<file path="src/shared/cth_pkg.sv">
// constants for the transmit history and block sequencer
package cth_pkg;
    localparam int NUM_BUF = 16;
    localparam int HIST_DEPTH = 7;
    localparam int BLOCK_LAST = 7;
    localparam logic [2:0] MODE_INIT = 3'h0;
    localparam logic [2:0] MODE_BLOCK = 3'h2;
    // register byte offsets
    localparam logic [7:0] OFS_MODULE_CTRL = 8'h00;
    localparam logic [7:0] OFS_BLOCK_CTRL = 8'h04;
    localparam logic [7:0] OFS_BLOCK_DELAY = 8'h08;
    localparam logic [7:0] OFS_LAST_OUT = 8'h0C;
    localparam logic [7:0] OFS_HIST_GET = 8'h10;
    localparam logic [7:0] OFS_TX_REQ = 8'h14;
    localparam logic [7:0] OFS_TX_READY = 8'h18;
    // field positions
    localparam int BIT_TRIGGER = 0;
    localparam int BIT_CLEAR = 1;
    localparam int BIT_MATCH = 8;
    localparam int BIT_OVF = 9;
    localparam int BIT_TXSTAT = 8;
    // reset values
    localparam logic [2:0] RST_MODE = 3'h0;
    localparam logic [7:0] RST_DELAY = 8'h00;
    localparam logic [3:0] NO_ENTRY = 4'hF;
endpackage

</file>
<file path="src/cth_tx_history_auto_block.sv">
// transmit history list and automatic block transmission sequencer
//
// Implementation choices: the address-and-strobe port and the register offsets.
`timescale 1ns/100ps

//==========================================================================
// What this block does
// - seven-entry history of sent buffer numbers
// - history contents undefined after leaving init
// - last-out read gives entry at writePtr-1
// - record at write pointer, then advance
// - get read gives oldest, advances read pointer
// - match flag when pointers equal
// - overflow at writePtr==readPtr-1, then overwrite last
// - six completions fit; the sixth raises overflow
// - overflow sticky; match not cleared by records while overflow
// - mode 010 selects block transmission
// - block area is buffers 0 to 7
// - trigger requests buffer 0, then ascending
// - wait delay in data bit times between
// - no priority in block; clear trigger after 7
// - ready cleared: skip, stop, clear trigger
// - clear bit resets sequencer, self-clears
// - pending block buffer arbitrated against 8-15
// - block frames not recorded in history
// - request clear aborts, status bit reports
// - zero delay may lag one frame
// - request cleared on successful send
module cth_tx_history_auto_block #(
    parameter int DBT_CYCLES = 100
) (
    input wire logic sys_clk,
    input wire logic rst_n,
    input wire logic [7:0] regAddr,
    input wire logic [31:0] regWrData,
    input wire logic regWrStb,
    input wire logic regRdStb,
    output logic [31:0] regRdData_q,
    // transmit engine side
    input wire logic txDone,
    input wire logic txBusy,
    input wire logic [3:0] txDoneBuf,
    input wire logic [15:0] bufIdLow,
    output logic [15:0] txRequest_q,
    output logic [3:0] txSelBuf_q,
    output logic txSelValid_q
);
    import cth_pkg::*;

    logic [2:0] mode_q;
    logic [7:0] delay_q;
    logic trigger_q, clearBit_q, txStat_q;
    logic [15:0] ready_q;
    logic [3:0] hist_q [HIST_DEPTH];
    logic [2:0] wrPtr_q, rdPtr_q;
    logic match_q, ovf_q;
    logic [2:0] blkPtr_q;
    logic waiting_q;
    logic [7:0] dlyCnt_q;
    logic [$clog2(DBT_CYCLES+1)-1:0] dbtCnt_q;
    logic dbtTick;
    logic wrHit, rdGet;

    // modulo-seven pointer step
    function automatic logic [2:0] ptrInc(input logic [2:0] p);
        return (p == 3'(HIST_DEPTH-1)) ? 3'h0 : p + 3'h1;
    endfunction
    function automatic logic [2:0] ptrDec(input logic [2:0] p);
        return (p == 3'h0) ? 3'(HIST_DEPTH-1) : p - 3'h1;
    endfunction

    assign wrHit = regWrStb;
    assign rdGet = regRdStb && regAddr == OFS_HIST_GET;

    // history recording: only buffers outside the block area when in block
    logic recordEv;
    assign recordEv = txDone && !(mode_q == MODE_BLOCK &&
        txDoneBuf <= 4'(BLOCK_LAST));

    //======================================================================
    // control registers
    always_ff @(posedge sys_clk)
    begin
        if (!rst_n)
        begin
            mode_q <= RST_MODE;
            delay_q <= RST_DELAY;
        end
        else if (wrHit && regAddr == OFS_MODULE_CTRL)
            mode_q <= regWrData[2:0];
        else if (wrHit && regAddr == OFS_BLOCK_DELAY)
            delay_q <= regWrData[7:0];
    end

    // buffer ready bits, written by software
    always_ff @(posedge sys_clk)
    begin
        if (!rst_n)
            ready_q <= 16'h0000;
        else if (wrHit && regAddr == OFS_TX_READY)
            ready_q <= regWrData[15:0];
    end

    //======================================================================
    // data bit time divider
    always_ff @(posedge sys_clk)
    begin
        if (!rst_n || dbtCnt_q == $bits(dbtCnt_q)'(DBT_CYCLES-1))
            dbtCnt_q <= '0;
        else
            dbtCnt_q <= dbtCnt_q + 1'b1;
    end
    assign dbtTick = dbtCnt_q == $bits(dbtCnt_q)'(DBT_CYCLES-1);

    //======================================================================
    // history store, pointers and flags
    // a mode change leaves entries and pointers alone, so software
    // must treat the store as undefined after leaving init
    always_ff @(posedge sys_clk)
    begin
        if (!rst_n)
        begin
            wrPtr_q <= 3'h0;
            rdPtr_q <= 3'h0;
            match_q <= 1'b1;
            ovf_q <= 1'b0;
            for (int i = 0; i < HIST_DEPTH; i++)
                hist_q[i] <= NO_ENTRY;
        end
        else
        begin
            if (recordEv)
            begin
                if (ovf_q)
                    hist_q[ptrDec(wrPtr_q)] <= txDoneBuf;
                else
                begin
                    hist_q[wrPtr_q] <= txDoneBuf;
                    wrPtr_q <= ptrInc(wrPtr_q);
                    if (ptrInc(wrPtr_q) == ptrDec(rdPtr_q))
                        ovf_q <= 1'b1;
                end
            end
            else if (wrHit && regAddr == OFS_HIST_GET &&
                     !regWrData[BIT_OVF])
                ovf_q <= 1'b0;
            if (rdGet && !match_q)
                rdPtr_q <= ptrInc(rdPtr_q);
            // match flag tracks pointer equality; records leave it alone during overflow, get reads can still set it
            if (rdGet && !match_q && ptrInc(rdPtr_q) == wrPtr_q)
                match_q <= 1'b1;
            else if (recordEv && !ovf_q)
                match_q <= 1'b0;
        end
    end

    //======================================================================
    // block sequencer and request flags
    logic blkActive;
    assign blkActive = mode_q == MODE_BLOCK && trigger_q;
    always_ff @(posedge sys_clk)
    begin
        if (!rst_n)
        begin
            trigger_q <= 1'b0;
            clearBit_q <= 1'b0;
            blkPtr_q <= 3'h0;
            waiting_q <= 1'b0;
            dlyCnt_q <= 8'h00;
            txRequest_q <= 16'h0000;
            txStat_q <= 1'b0;
        end
        else
        begin
            txStat_q <= txBusy;
            if (clearBit_q)
            begin
                blkPtr_q <= 3'h0;
                clearBit_q <= 1'b0;
            end
            if (wrHit && regAddr == OFS_BLOCK_CTRL)
            begin
                trigger_q <= regWrData[BIT_TRIGGER] &&
                    !(txBusy && txRequest_q[blkPtr_q]);
                if (!regWrData[BIT_TRIGGER] && !trigger_q)
                    clearBit_q <= regWrData[BIT_CLEAR];
                if (regWrData[BIT_TRIGGER] && !trigger_q)
                    waiting_q <= 1'b0;
            end
            if (wrHit && regAddr == OFS_TX_REQ)
            begin
                // clearing a request aborts unless it is on the bus
                for (int b = 0; b < NUM_BUF; b++)
                    if (!regWrData[b] && !(txBusy && txSelBuf_q == 4'(b)))
                        txRequest_q[b] <= 1'b0;
                    else if (regWrData[b] && (mode_q != MODE_BLOCK ||
                             b > BLOCK_LAST))
                        txRequest_q[b] <= 1'b1;
            end
            if (txDone)
                txRequest_q[txDoneBuf] <= 1'b0;
            if (blkActive)
            begin
                if (txDone && txDoneBuf == {1'b0, blkPtr_q})
                begin
                    if (blkPtr_q == 3'(BLOCK_LAST))
                    begin
                        trigger_q <= 1'b0;
                        blkPtr_q <= 3'h0;
                    end
                    else
                    begin
                        blkPtr_q <= blkPtr_q + 3'h1;
                        waiting_q <= 1'b1;
                        dlyCnt_q <= delay_q;
                    end
                end
                else if (!ready_q[blkPtr_q] && !txRequest_q[blkPtr_q])
                    trigger_q <= 1'b0;
                else if (!ready_q[blkPtr_q])
                begin
                    txRequest_q[blkPtr_q] <= 1'b0;
                    trigger_q <= 1'b0;
                end
                else if (waiting_q && dlyCnt_q != 8'h00)
                begin
                    if (dbtTick)
                        dlyCnt_q <= dlyCnt_q - 8'h01;
                end
                else if (!txRequest_q[blkPtr_q])
                begin
                    txRequest_q[blkPtr_q] <= 1'b1;
                    waiting_q <= 1'b0;
                end
            end
        end
    end

    //======================================================================
    // next-frame selection: lowest id key, then lowest buffer number
    always_ff @(posedge sys_clk)
    begin
        logic [3:0] best;
        logic found;
        best = 4'h0;
        found = 1'b0;
        for (int b = 0; b < NUM_BUF; b++)
            if (txRequest_q[b] && ready_q[b] &&
                (!found || bufIdLow[b] < bufIdLow[best]))
            begin
                best = 4'(b);
                found = 1'b1;
            end
        if (!rst_n)
        begin
            txSelBuf_q <= 4'h0;
            txSelValid_q <= 1'b0;
        end
        else if (!txBusy)
        begin
            txSelBuf_q <= best;
            txSelValid_q <= found;
        end
    end

    //======================================================================
    // read data, one cycle after the strobe
    always_ff @(posedge sys_clk)
    begin
        if (!rst_n || !regRdStb)
            regRdData_q <= 32'h0000_0000;
        else
            case (regAddr)
                OFS_MODULE_CTRL: regRdData_q <= {23'h0, txStat_q, 5'h0, mode_q};
                OFS_BLOCK_CTRL: regRdData_q <= {30'h0, clearBit_q, trigger_q};
                OFS_BLOCK_DELAY: regRdData_q <= {24'h0, delay_q};
                OFS_LAST_OUT: regRdData_q <= {28'h0,
                    hist_q[ptrDec(wrPtr_q)]};
                OFS_HIST_GET: regRdData_q <= {22'h0, ovf_q, match_q,
                    4'h0, hist_q[rdPtr_q]};
                OFS_TX_REQ: regRdData_q <= {16'h0, txRequest_q};
                OFS_TX_READY: regRdData_q <= {16'h0, ready_q};
                default: regRdData_q <= 32'h0000_0000;
            endcase
    end

    //======================================================================
    // checks on history pointers and flags
    a_match_equal: assert property (
        @(posedge sys_clk) disable iff (!rst_n)
        !ovf_q && match_q |-> rdPtr_q == wrPtr_q)
        else $error("match set with unequal pointers");
    a_wrap_range: assert property (
        @(posedge sys_clk) disable iff (!rst_n)
        wrPtr_q < 3'h7 && rdPtr_q < 3'h7)
        else $error("pointer out of range");
    a_ovf_sticky: assert property (
        @(posedge sys_clk) disable iff (!rst_n)
        ovf_q && !(wrHit && regAddr == OFS_HIST_GET) |=> ovf_q)
        else $error("overflow dropped without clear");
    a_ovf_set: assert property (
        @(posedge sys_clk) disable iff (!rst_n)
        recordEv && !ovf_q && ptrInc(wrPtr_q) == ptrDec(rdPtr_q)
        |=> ovf_q)
        else $error("overflow not raised when full");
    a_block_norec: assert property (
        @(posedge sys_clk) disable iff (!rst_n)
        txDone && mode_q == MODE_BLOCK && txDoneBuf < 4'h8
        |=> $stable(wrPtr_q))
        else $error("block frame recorded");
    a_rec_adv: assert property (
        @(posedge sys_clk) disable iff (!rst_n)
        recordEv && !ovf_q |=> wrPtr_q == ptrInc($past(wrPtr_q)))
        else $error("write pointer did not advance");
    // read port idles at zero outside the answer cycle
    a_read_idle: assert property (
        @(posedge sys_clk) disable iff (!rst_n)
        !regRdStb |=> regRdData_q == 32'h0000_0000)
        else $error("read data outside answer cycle");
    // checks on the block sequencer and request flags
    a_last_clear: assert property (
        @(posedge sys_clk) disable iff (!rst_n)
        blkActive && txDone && txDoneBuf == 4'h7 && blkPtr_q == 3'h7
        |=> !trigger_q)
        else $error("trigger not cleared after last");
    a_block_single: assert property (
        @(posedge sys_clk) disable iff (!rst_n)
        blkActive |-> $countones(txRequest_q[7:0]) <= 1)
        else $error("more than one block request");
    a_done_clears: assert property (
        @(posedge sys_clk) disable iff (!rst_n)
        txDone |=> !txRequest_q[$past(txDoneBuf)])
        else $error("request survived completion");
    a_clear_self: assert property (
        @(posedge sys_clk) disable iff (!rst_n)
        clearBit_q |=> !clearBit_q && blkPtr_q == 3'h0)
        else $error("clear bit stuck");
    a_mode_block: assert property (
        @(posedge sys_clk) disable iff (!rst_n)
        wrHit && regAddr == OFS_MODULE_CTRL
        |=> mode_q == $past(regWrData[2:0]))
        else $error("mode not taken");
endmodule
</file>
<file path="config.mk">
export PLATFORM = sky130hd
export DESIGN_NAME = cth_tx_history_auto_block
export DESIGN_NICKNAME = d
export VERILOG_FILES = /design/src/shared/cth_pkg.sv /design/src/cth_tx_history_auto_block.sv
export SDC_FILE = /design/constraint.sdc
export NUM_CORES = 1
export LEC_CHECK = 0
export ABC_AREA = 1
export BUFFER_PORTS_ARGS = -buffer_cell sky130_fd_sc_hd__buf_2
export CAP_MARGIN = 10
export CORE_ASPECT_RATIO = 1.2
export CORE_MARGIN = 2
export CORE_UTILIZATION = 45
export CTS_CLUSTER_DIAMETER = 30
export DETAILED_ROUTE_END_ITERATION = 8
export PLACE_DENSITY_LB_ADDON = 0.3
export SKIP_LAST_GASP = 1
export SYNTH_ARGS = -nofsm -noshare
export SYNTH_HDL_FRONTEND = slang
export SYNTH_SLANG_ARGS = --single-unit
</file>
<file path="constraint.sdc">
create_clock -name sys_clk -period 7.1 [get_ports sys_clk]
set_input_delay 0.355 -clock sys_clk [delete_from_list [all_inputs] [get_ports sys_clk]]
set_output_delay 0.355 -clock sys_clk [all_outputs]
set_load 0.005 [all_outputs]
</file>
==> results of run 1 <==
-- report_power, final --
part           switching, µW  internal [µW]  total, µW
combinational            128           61.4        190
clock                    343            549        892
sequential              8.19            758        766
-- kinds of logic after synthesis --
logic type | after synthesis | share of synthesized area, %
simple gates | 589 | 30.4
xor+xnor | 12 | 1.22
flops | 129 | 33.4
other cells | 1 | 0.0437
buf+inv | 260 | 12.4
fa+ha+maj | 15 | 2.19
compound gates | 308 | 20.4
-- layout make-up --
type	instances	area [µm²]	share of cell area [%]
sequential	129	2870	25.7
inverter	208	787	7.07
multi-input combinational	942	5020	45.0
clock inverter	11	129	1.16
antenna	4	10.0	0.0899
tap	256	320	2.88
timing repair buffer	232	1540	13.8
clock buffer	21	472	4.24
-- Yosys cell counts, types with 4 or more instances --
cell type and instances:
o21ai_0 110, ha_1 15, o21ai_1 4, nand2_4 16
o22ai_1 11, nand3_1 93, a22oi_1 4, clkbuf_1 30
clkinv_1 5, a31oi_1 16, nand2_1 287, edfxtp_1 28
xor2_1 5, dfxtp_1 101, buf_4 19, nand4_1 7
xnor2_1 7, a21oi_2 5, inv_1 198, o211ai_1 18
nor2_1 122, inv_2 5, nand2_2 22, a21oi_1 111
a211oi_1 5, nor3_1 29, o2111ai_1 6, a311oi_1 4
a221oi_1 6
-- through the flow --
step	area (µm²)	cells
global route	11100	1801
CTS	10900	1789
global placement	9880	1718
floorplan	8670	1329
finish	11100	1803
detailed placement	9880	1718
-- repair_timing --
item                                   CTS  global route
endpoints found under the hold margin    0             0
pin swaps                               25            43
setup buffers                           37            10
cloned                                   2             0
resized for setup                       42            42
setup endpoints to repair                4             4
-- layout by cell type, fill, tap and decap left out, types with 11 or more instances in the layout --
master / instances
nor2_1: 118
dfxtp_1: 99
buf_4: 143
nand3_2: 21
nand2_1: 248
edfxtp_1: 28
o21ai_0: 106
o211ai_1: 18
o22ai_1: 11
clkbuf_16: 18
nor3_1: 29
conb_1: 16
nand2_2: 52
nand3_1: 75
ha_1: 15
inv_1: 196
nand2_4: 26
a21oi_1: 108
a31oi_1: 16
buf_2: 86
-- flip-flops by register name (all words and copies together) (netlist names), 4 cells and up, named ones only --
register,count
txSelBuf_q,4
dlyCnt_q,8
delay_q,8
hist_q,32
txRequest_q,16
dbtCnt_q,7
regRdData_q,16
ready_q,16
-- worst max-delay path, delay by kind of cell (launching register included) --
kind / cells / cell delay (ps)
and+or+nand+nor: 95 / 7030
buffers and inverters: 7 / 730
DFF: 1 / 320
AOI/OAI and AO/OA: 3 / 310
-- routing by layer --
layer / GRT usage [%] / part of all wire [%] / up-vias
li1: - / - / 4745
met1: 32.3 / 38 / 4420
met2: 49.5 / 49 / 456
met3: 4.92 / 7.6 / 116
met4: 15.3 / 5.0 / 2
met5: 0 / 0.034 / -
-- path summary, 6_finish.rpt --
check / slack, ps / cells past startpoint / to / startpoint
max reg2reg: -1380 / 105 / txSelBuf_q[1] / txRequest_q[0]
max: -1380 / 105 / txSelBuf_q[1] / txRequest_q[0]
min reg2reg: 470 / 1 / dbtCnt_q[0] / dbtCnt_q[0]
min: 210 / 3 / txRequest_q[9] / regWrData[9]
==> impl_metrics.json, run 1 <==
{
  "grt_max_degree": 59,
  "syn_area_per_cell_um2": 6.53,
  "gr-total-overflow": 0,
  "required_ps": 7460,
  "synth_area_um2": 8580,
  "arrival_ps": 8840,
  "syn_inst": 1314,
  "grt_pass1_wl_um": 45200,
  "whs_ps": 211,
  "antenna_found_initial": 5,
  "via_count": 9739,
  "fin_nets": 1611,
  "tns_ps": -5490,
  "clockBufferDepth": 2,
  "power_uw": 1850,
  "cp_max_fo": 8,
  "status": "finished with violations",
  "fmax_ghz": 0.118,
  "critPathLaunchType": "flip-flop",
  "final_antenna_net_count": 0,
  "wl_um": 29100,
  "dr.pass1.iters": 6,
  "maxCapViolations": 0,
  "synth_edf_count": 28,
  "start_util_pct": 45.7,
  "ys_seq_elements": 129,
  "setup_viol": 4,
  "clock_sinks": 129,
  "synth_top_area_share_pct": 23.6,
  "cp_slowest_cell": "dfxtp_2",
  "violations": "setup timing",
  "clk_pin_slew_ps": 60,
  "io_pins": 119,
  "grt_pass1_vias": 9350,
  "cts_tree": "built",
  "crit_path_frequent_cell": "nand2_1",
  "ir_worst_vdd_mv": 0.151,
  "yosys.area.top_type": "dfxtp_1",
  "synthArstFlopShare_pct": 0,
  "via_per_inst": 5.40,
  "p_per_area_nw_per_um2": 166,
  "post-route-min-period_ps": 8480,
  "endpoint_kind": "flip-flop",
  "critical_path_class": "flip-flop to flip-flop",
  "clk_latency_ps": 420,
  "worst_slew_margin_rel_pct": 27.1,
  "cts_buffers": 17,
  "pre_cts_ws_ps": -1390,
  "area_growth_pct": 29.8,
  "gp_congestion": 1.07,
  "hp-class": "primary input to flip-flop",
  "fillCellCount": 1767,
  "wl_per_cell_um": 16.2,
  "postCtsHoldBufs": 0,
  "rsz0062_at_grt": "yes",
  "remaining_drc_errors": 0,
  "finClkSkew_ps": 10.6,
  "track_usage_pct": 28.2,
  "synth_top_flop_cell": "dfxtp_1",
  "fin_crit_sh_pct": 119,
  "rows": 55,
  "htree_levels": 4,
  "p_leak_uw": 0.00522,
  "die_h_um": 155,
  "io_buffers": 86,
  "synth_cell_types": 44,
  "fp.dieArea_um2": 20200,
  "setup_ws_ps": -1380,
  "ys_top_cells_by_area": "dfxtp_1, nand2_1, edfxtp_1",
  "place_hpwl_um": 21500,
  "clockRootBuffer": "clkbuf_16",
  "drv_slew": 0,
  "yosysSeqAreaShare_pct": 33.4,
  "hold_viol_final": 0,
  "final_util_pct": 59.3,
  "die_x_um": 130,
  "initialDrtViolationCount": 803,
  "final_layout_size_suffix_gt1_share_pct": 25.3,
  "cp_slowest_stage_delay_ps": 320,
  "yosysWarningCount": 0,
  "tightest_slew_ps": 1080,
  "core_um2": 18800
}
Note: power is estimated with default switching activity, not from simulation.
==> inputs of run 2 (changes only) <==
- PLACE_DENSITY_LB_ADDON: 0.3 -> 0.2
==> run 2 against run 1 <==
Hold slack got worse by 14 ps. Total power decreased by 1.4%. Clock skew decreased by 0.75 ps. Largest cell class unchanged. First-iteration DRC count decreased by 21%. Combinational power increased by 2%. Clock power decreased by 3.4%. Critical endpoint is now txSelBuf_q[3]. The run still ends with setup timing left. Routed wire length decreased by 1.1%.
==> impl_metrics.json, run 2 (synthesized netlist as in run 1, its figures left out) <==
{
  "status": "finished with violations",
  "violations": "setup timing",
  "hold_path_end": "txRequest_q[9]",
  "track_usage_pct": 28.4,
  "io_pins": 119,
  "dr.pass1.iters": 6,
  "fin_nets": 1608,
  "final_common_cell": "nand2_1",
  "fmax_ghz": 0.120,
  "cp_slowest_cell": "dfxtp_2",
  "hold_depth": 3,
  "antenna_cells": 0,
  "setup_ws_ps": -1260,
  "ir_worst_vdd_mv": 0.225,
  "clk_latency_ps": 420,
  "hold_start": "regWrData[9]",
  "hold_viol_final": 0,
  "regArea_um2": 2870,
  "final_antenna_net_count": 0,
  "grt_pass1_wl_um": 45300,
  "post-route-min-period_ps": 8360,
  "antenna_found_initial": 0,
  "endpoint_kind": "flip-flop",
  "dp_cells": 1719,
  "core_um2": 18800,
  "r2r_end": "txSelBuf_q[3]",
  "cp_max_fo": 8,
  "tns_ps": -5020,
  "clock_sinks": 129,
  "initialDrtViolationCount": 633,
  "postCtsHoldBufs": 0,
  "largest_reg_flops": 32,
  "fillCellCount": 1756,
  "cts_tree": "built",
  "grt_max_degree": 59,
  "setup_viol": 4,
  "area_growth_pct": 30.2,
  "r2r_setup_slack_ps": -1260,
  "critical_path_class": "flip-flop to flip-flop",
  "cts_buffers": 17,
  "wl_um": 28800,
  "tightest_slew_ps": 1040,
  "rows": 55,
  "remaining_drc_errors": 0,
  "clockBufferDepth": 2,
  "mostFrequentLayoutCells": "nand2_1, inv_1, buf_4",
  "critPathLaunchType": "flip-flop",
  "start_util_pct": 45.7,
  "gr-total-overflow": 0,
  "place_hpwl_um": 21700,
  "regMostFlops": "hist_q",
  "cp_top_family": "simple AND/OR/NAND/NOR gates",
  "crit_path_frequent_cell": "nand2_1",
  "maxCapViolations": 0,
  "finClkSkew_ps": 9.89,
  "fp.dieArea_um2": 20200,
  "clk_pin_slew_ps": 60,
  "die_x_um": 130,
  "clockRootBuffer": "clkbuf_16",
  "via_count": 9538,
  "wl_per_cell_um": 16.0,
  "die_h_um": 155,
  "whs_ps": 197,
  "fin_crit_sh_pct": 118,
  "grt_pass1_vias": 9061,
  "gp_congestion": 0.975,
  "via_per_inst": 5.31,
  "hp-class": "primary input to flip-flop",
  "htree_levels": 4,
  "r2r_cells": 106,
  "multi_input_area_um2": 5100,
  "cp.buffers_inverters": 5,
  "drv_slew": 0,
  "p_per_area_nw_per_um2": 163,
  "required_ps": 7410,
  "arrival_ps": 8670,
  "regToRegStartpoint": "ready_q[0]",
  "final_cells": 1796,
  "cp_slowest_stage_delay_ps": 320,
  "p_leak_uw": 0.00526,
  "io_buffers": 86,
  "rsz0062_at_grt": "yes",
  "final_layout_size_suffix_gt1_share_pct": 26.2,
  "pre_cts_ws_ps": -1220,
  "worst_slew_margin_rel_pct": 29.8
}
[run 2: worst max-delay path by stage]
stage	start	to	slack [ps]	cells past startpoint
finish	ready_q[0]	txSelBuf_q[3]	-1260	106
global route	ready_q[0]	txSelBuf_q[0]	-2150	107
CTS	ready_q[0]	txSelBuf_q[0]	-930	105
detailed placement	bufIdLow[1]	txSelBuf_q[2]	-1220	101
global placement	bufIdLow[1]	txSelBuf_q[2]	-1040	103
floorplan	bufIdLow[1]	txSelBuf_q[3]	-440	108
[run 2: where the power goes]
| part | switching, µW | leakage [µW] | internal [µW] |
|---|---|---|---|
| clock | 357 | 0.000282 | 505 |
| combinational | 130 | 0.00395 | 64.1 |
| sequential | 7.90 | 0.00103 | 757 |
| total | 495 | 0.00526 | 1330 |
[run 2: timing repair]
action | CTS | global route
resized for setup | 38 | 70
pin swaps | 12 | 32
cloned | 1 | 0
buffers inserted | 27 | 17
endpoints found under the setup margin | 4 | 4
[run 2: area by class of cell]
type                    count  share of cell area (%)
multi-input cells         941                    45.6
clock inverters            13                    1.09
inverters                 208                    7.04
clock buffers              19                    4.05
flip-flops and latches    129                    25.7
repair buffers            230                    13.7
well taps                 256                    2.87
[run 2: worst reg2reg max path: cells and delay by family, from the launching register on]
kind	cells	cell delay, ps
simple gates	99	7310
buf+inv	5	430
flops	1	320
compound gates	2	190
[run 2: per-stage QoR]
stage | util, % | cell area, µm² | power [µW]
final | 59.5 | 11200 | 1820
after global routing | 59.5 | 11200 | 1880
after CTS | 57.4 | 10800 | 1810
after detailed placement | 52.6 | 9880 | 957
after global placement | 52.6 | 9880 | 957
after floorplan | - | 8670 | 891
[run 2: layer usage]
metal  track usage, %  share of wire (%)
met5                0                  0
met4             12.0                4.7
met3             3.89                5.7
met2             51.8                 51
met1             32.8                 39
==> inputs of run 3 (changes only) <==
- BUFFER_PORTS_ARGS: -buffer_cell sky130_fd_sc_hd__buf_2 -> -buffer_cell sky130_fd_sc_hd__buf_4
==> run 3 against run 2 <==
The flow still finishes with violations (setup timing). Hold slack got worse by 9.7 ps. Critical path depth fell by 5. Global-route usage about the same. Worst setup slack got worse by 430 ps. Critical endpoint is now txSelBuf_q[0]. Highest routed layer unchanged.
==> impl_metrics.json, run 3 (synthesized netlist as in run 1, its figures left out) <==
{
  "htree_levels": 4,
  "cp_top_family": "simple AND/OR/NAND/NOR gates",
  "fin_crit_sh_pct": 124,
  "clk_latency_ps": 420,
  "regArea_um2": 2870,
  "io_pins": 119,
  "endpoint_kind": "flip-flop",
  "largest_reg_flops": 32,
  "wl_per_cell_um": 16.4,
  "crit_path_frequent_cell": "nand2_2",
  "hold_start": "regWrData[9]",
  "mostFrequentLayoutCells": "nand2_1, buf_4, inv_1",
  "r2r_setup_slack_ps": -1690,
  "worst_slew_margin_rel_pct": 34.5,
  "tightest_slew_ps": 972,
  "grt_pass1_wl_um": 45100,
  "initialDrtViolationCount": 600,
  "hp-class": "primary input to flip-flop",
  "critPathLaunchType": "flip-flop",
  "tns_ps": -6690,
  "die_x_um": 130,
  "dr.pass1.iters": 7,
  "p_leak_uw": 0.00528,
  "final_cell_area_um2": 11300,
  "clockRootBuffer": "clkbuf_16",
  "clockBufferDepth": 2,
  "setup_ws_ps": -1690,
  "final_layout_size_suffix_gt1_share_pct": 25.2,
  "rows": 55,
  "io_buffers": 86,
  "r2r_end": "txSelBuf_q[0]",
  "arrival_ps": 9150,
  "rsz0062_at_grt": "yes",
  "fp.dieArea_um2": 20200,
  "fin_nets": 1603,
  "violations": "setup timing",
  "final_common_cell": "nand2_1",
  "core_um2": 18800,
  "multi_input_area_um2": 5050,
  "gp_congestion": 0.996,
  "place_hpwl_um": 21700,
  "regToRegStartpoint": "ready_q[0]",
  "fillCellCount": 1774,
  "via_per_inst": 5.35,
  "clk_pin_slew_ps": 60,
  "regMostFlops": "hist_q",
  "fmax_ghz": 0.114,
  "cts_buffers": 17,
  "start_util_pct": 45.7,
  "final_antenna_net_count": 0,
  "remaining_drc_errors": 0,
  "status": "finished with violations",
  "gr-total-overflow": 0,
  "clock_sinks": 129,
  "power_uw": 1860,
  "cts_tree": "built",
  "wl_um": 29300,
  "antenna_cells": 0,
  "die_h_um": 155,
  "required_ps": 7460,
  "final_util_pct": 60.4,
  "post-route-min-period_ps": 8790,
  "antenna_found_initial": 0,
  "p_per_area_nw_per_um2": 164,
  "grt_pass1_vias": 9182,
  "maxCapViolations": 0,
  "grt_max_degree": 59,
  "cp.buffers_inverters": 10,
  "area_growth_pct": 32.1,
  "cp_slowest_cell": "dfxtp_2",
  "via_count": 9583,
  "ir_worst_vdd_mv": 0.170,
  "cp_slowest_stage_delay_ps": 320,
  "setup_viol": 4,
  "hold_viol_final": 0,
  "dpl_cell_area_um2": 10100,
  "track_usage_pct": 28.4,
  "finClkSkew_ps": 10.2,
  "critical_path_class": "flip-flop to flip-flop",
  "hold_depth": 3,
  "hold_path_end": "txRequest_q[9]",
  "cp_max_fo": 8,
  "drv_slew": 0,
  "r2r_cells": 101
}
[run 3: cell count changes in the layout (fill, tap and decap cells not counted), moves of 2 or more]
cell and change:
nand3_1 +2, nand2_1 +2, buf_4 +81, o21ai_2 -3
inv_4 -2, a21oi_1 +2, inv_6 -2, o21ai_1 +2
a21oi_2 -3, buf_2 -86
[run 3: worst reg2reg max path, delay by kind of cell (launching register included)]
family	cells	cell delay, ps
AO/OA/AOI/OAI	4	450
buffers and inverters	10	1020
flip-flops	1	320
AND/OR/NAND/NOR	87	6900
[run 3: routing by layer]
metal	track usage [%]	wire (µm)
met1	31.6	11400
met4	15.7	1690
met2	50.8	14600
met5	0	0
met3	4.88	1660
[run 3: area by class of cell]
cell class,instances,area share [%]
multi-input cells,941,44.5
flip-flops and latches,129,25.3
repair buffers,225,15.1
inverters,208,6.93
clock buffers,21,4.25
well taps,256,2.82
clock inverters,11,1.11
[run 3: through the flow]
step                      hold WS (ps)  worst slack [ps]  instances
after floorplan                    418              -439       1329
after global placement             434             -1050       1717
final                              188             -1690       1791
after detailed placement           448             -1250       1717
after global routing               213             -2480       1791
after CTS                          179              -892       1774
[run 3: how the worst max path moves through the flow]
stage / slack [ps] / end / from / cells after the start
4_1_cts: -890 / txSelBuf_q[0] / txRequest_q[0] / 105
5_1_grt: -2480 / txSelBuf_q[3] / ready_q[0] / 105
3_5_place_dp: -1250 / txSelBuf_q[0] / bufIdLow[1] / 103
6_report: -1690 / txSelBuf_q[0] / ready_q[0] / 101
2_1_floorplan: -440 / txSelBuf_q[3] / bufIdLow[1] / 108
3_3_place_gp: -1050 / txSelBuf_q[2] / bufIdLow[1] / 102
[run 3: report_power, final]
group          total, µW  switching (µW)  leakage [µW]  internal [µW]
registers            766            8.01       0.00103            758
clock network        899             341      0.000296            559
logic                199             129       0.00396           69.5
total               1860             478       0.00528           1390
[run 3: timing repair]
item	CTS	global route
pin swaps	6	56
setup endpoints to repair	4	4
cloned	1	0
resized for setup	44	50
setup buffers	24	18
hold buffers	0	0
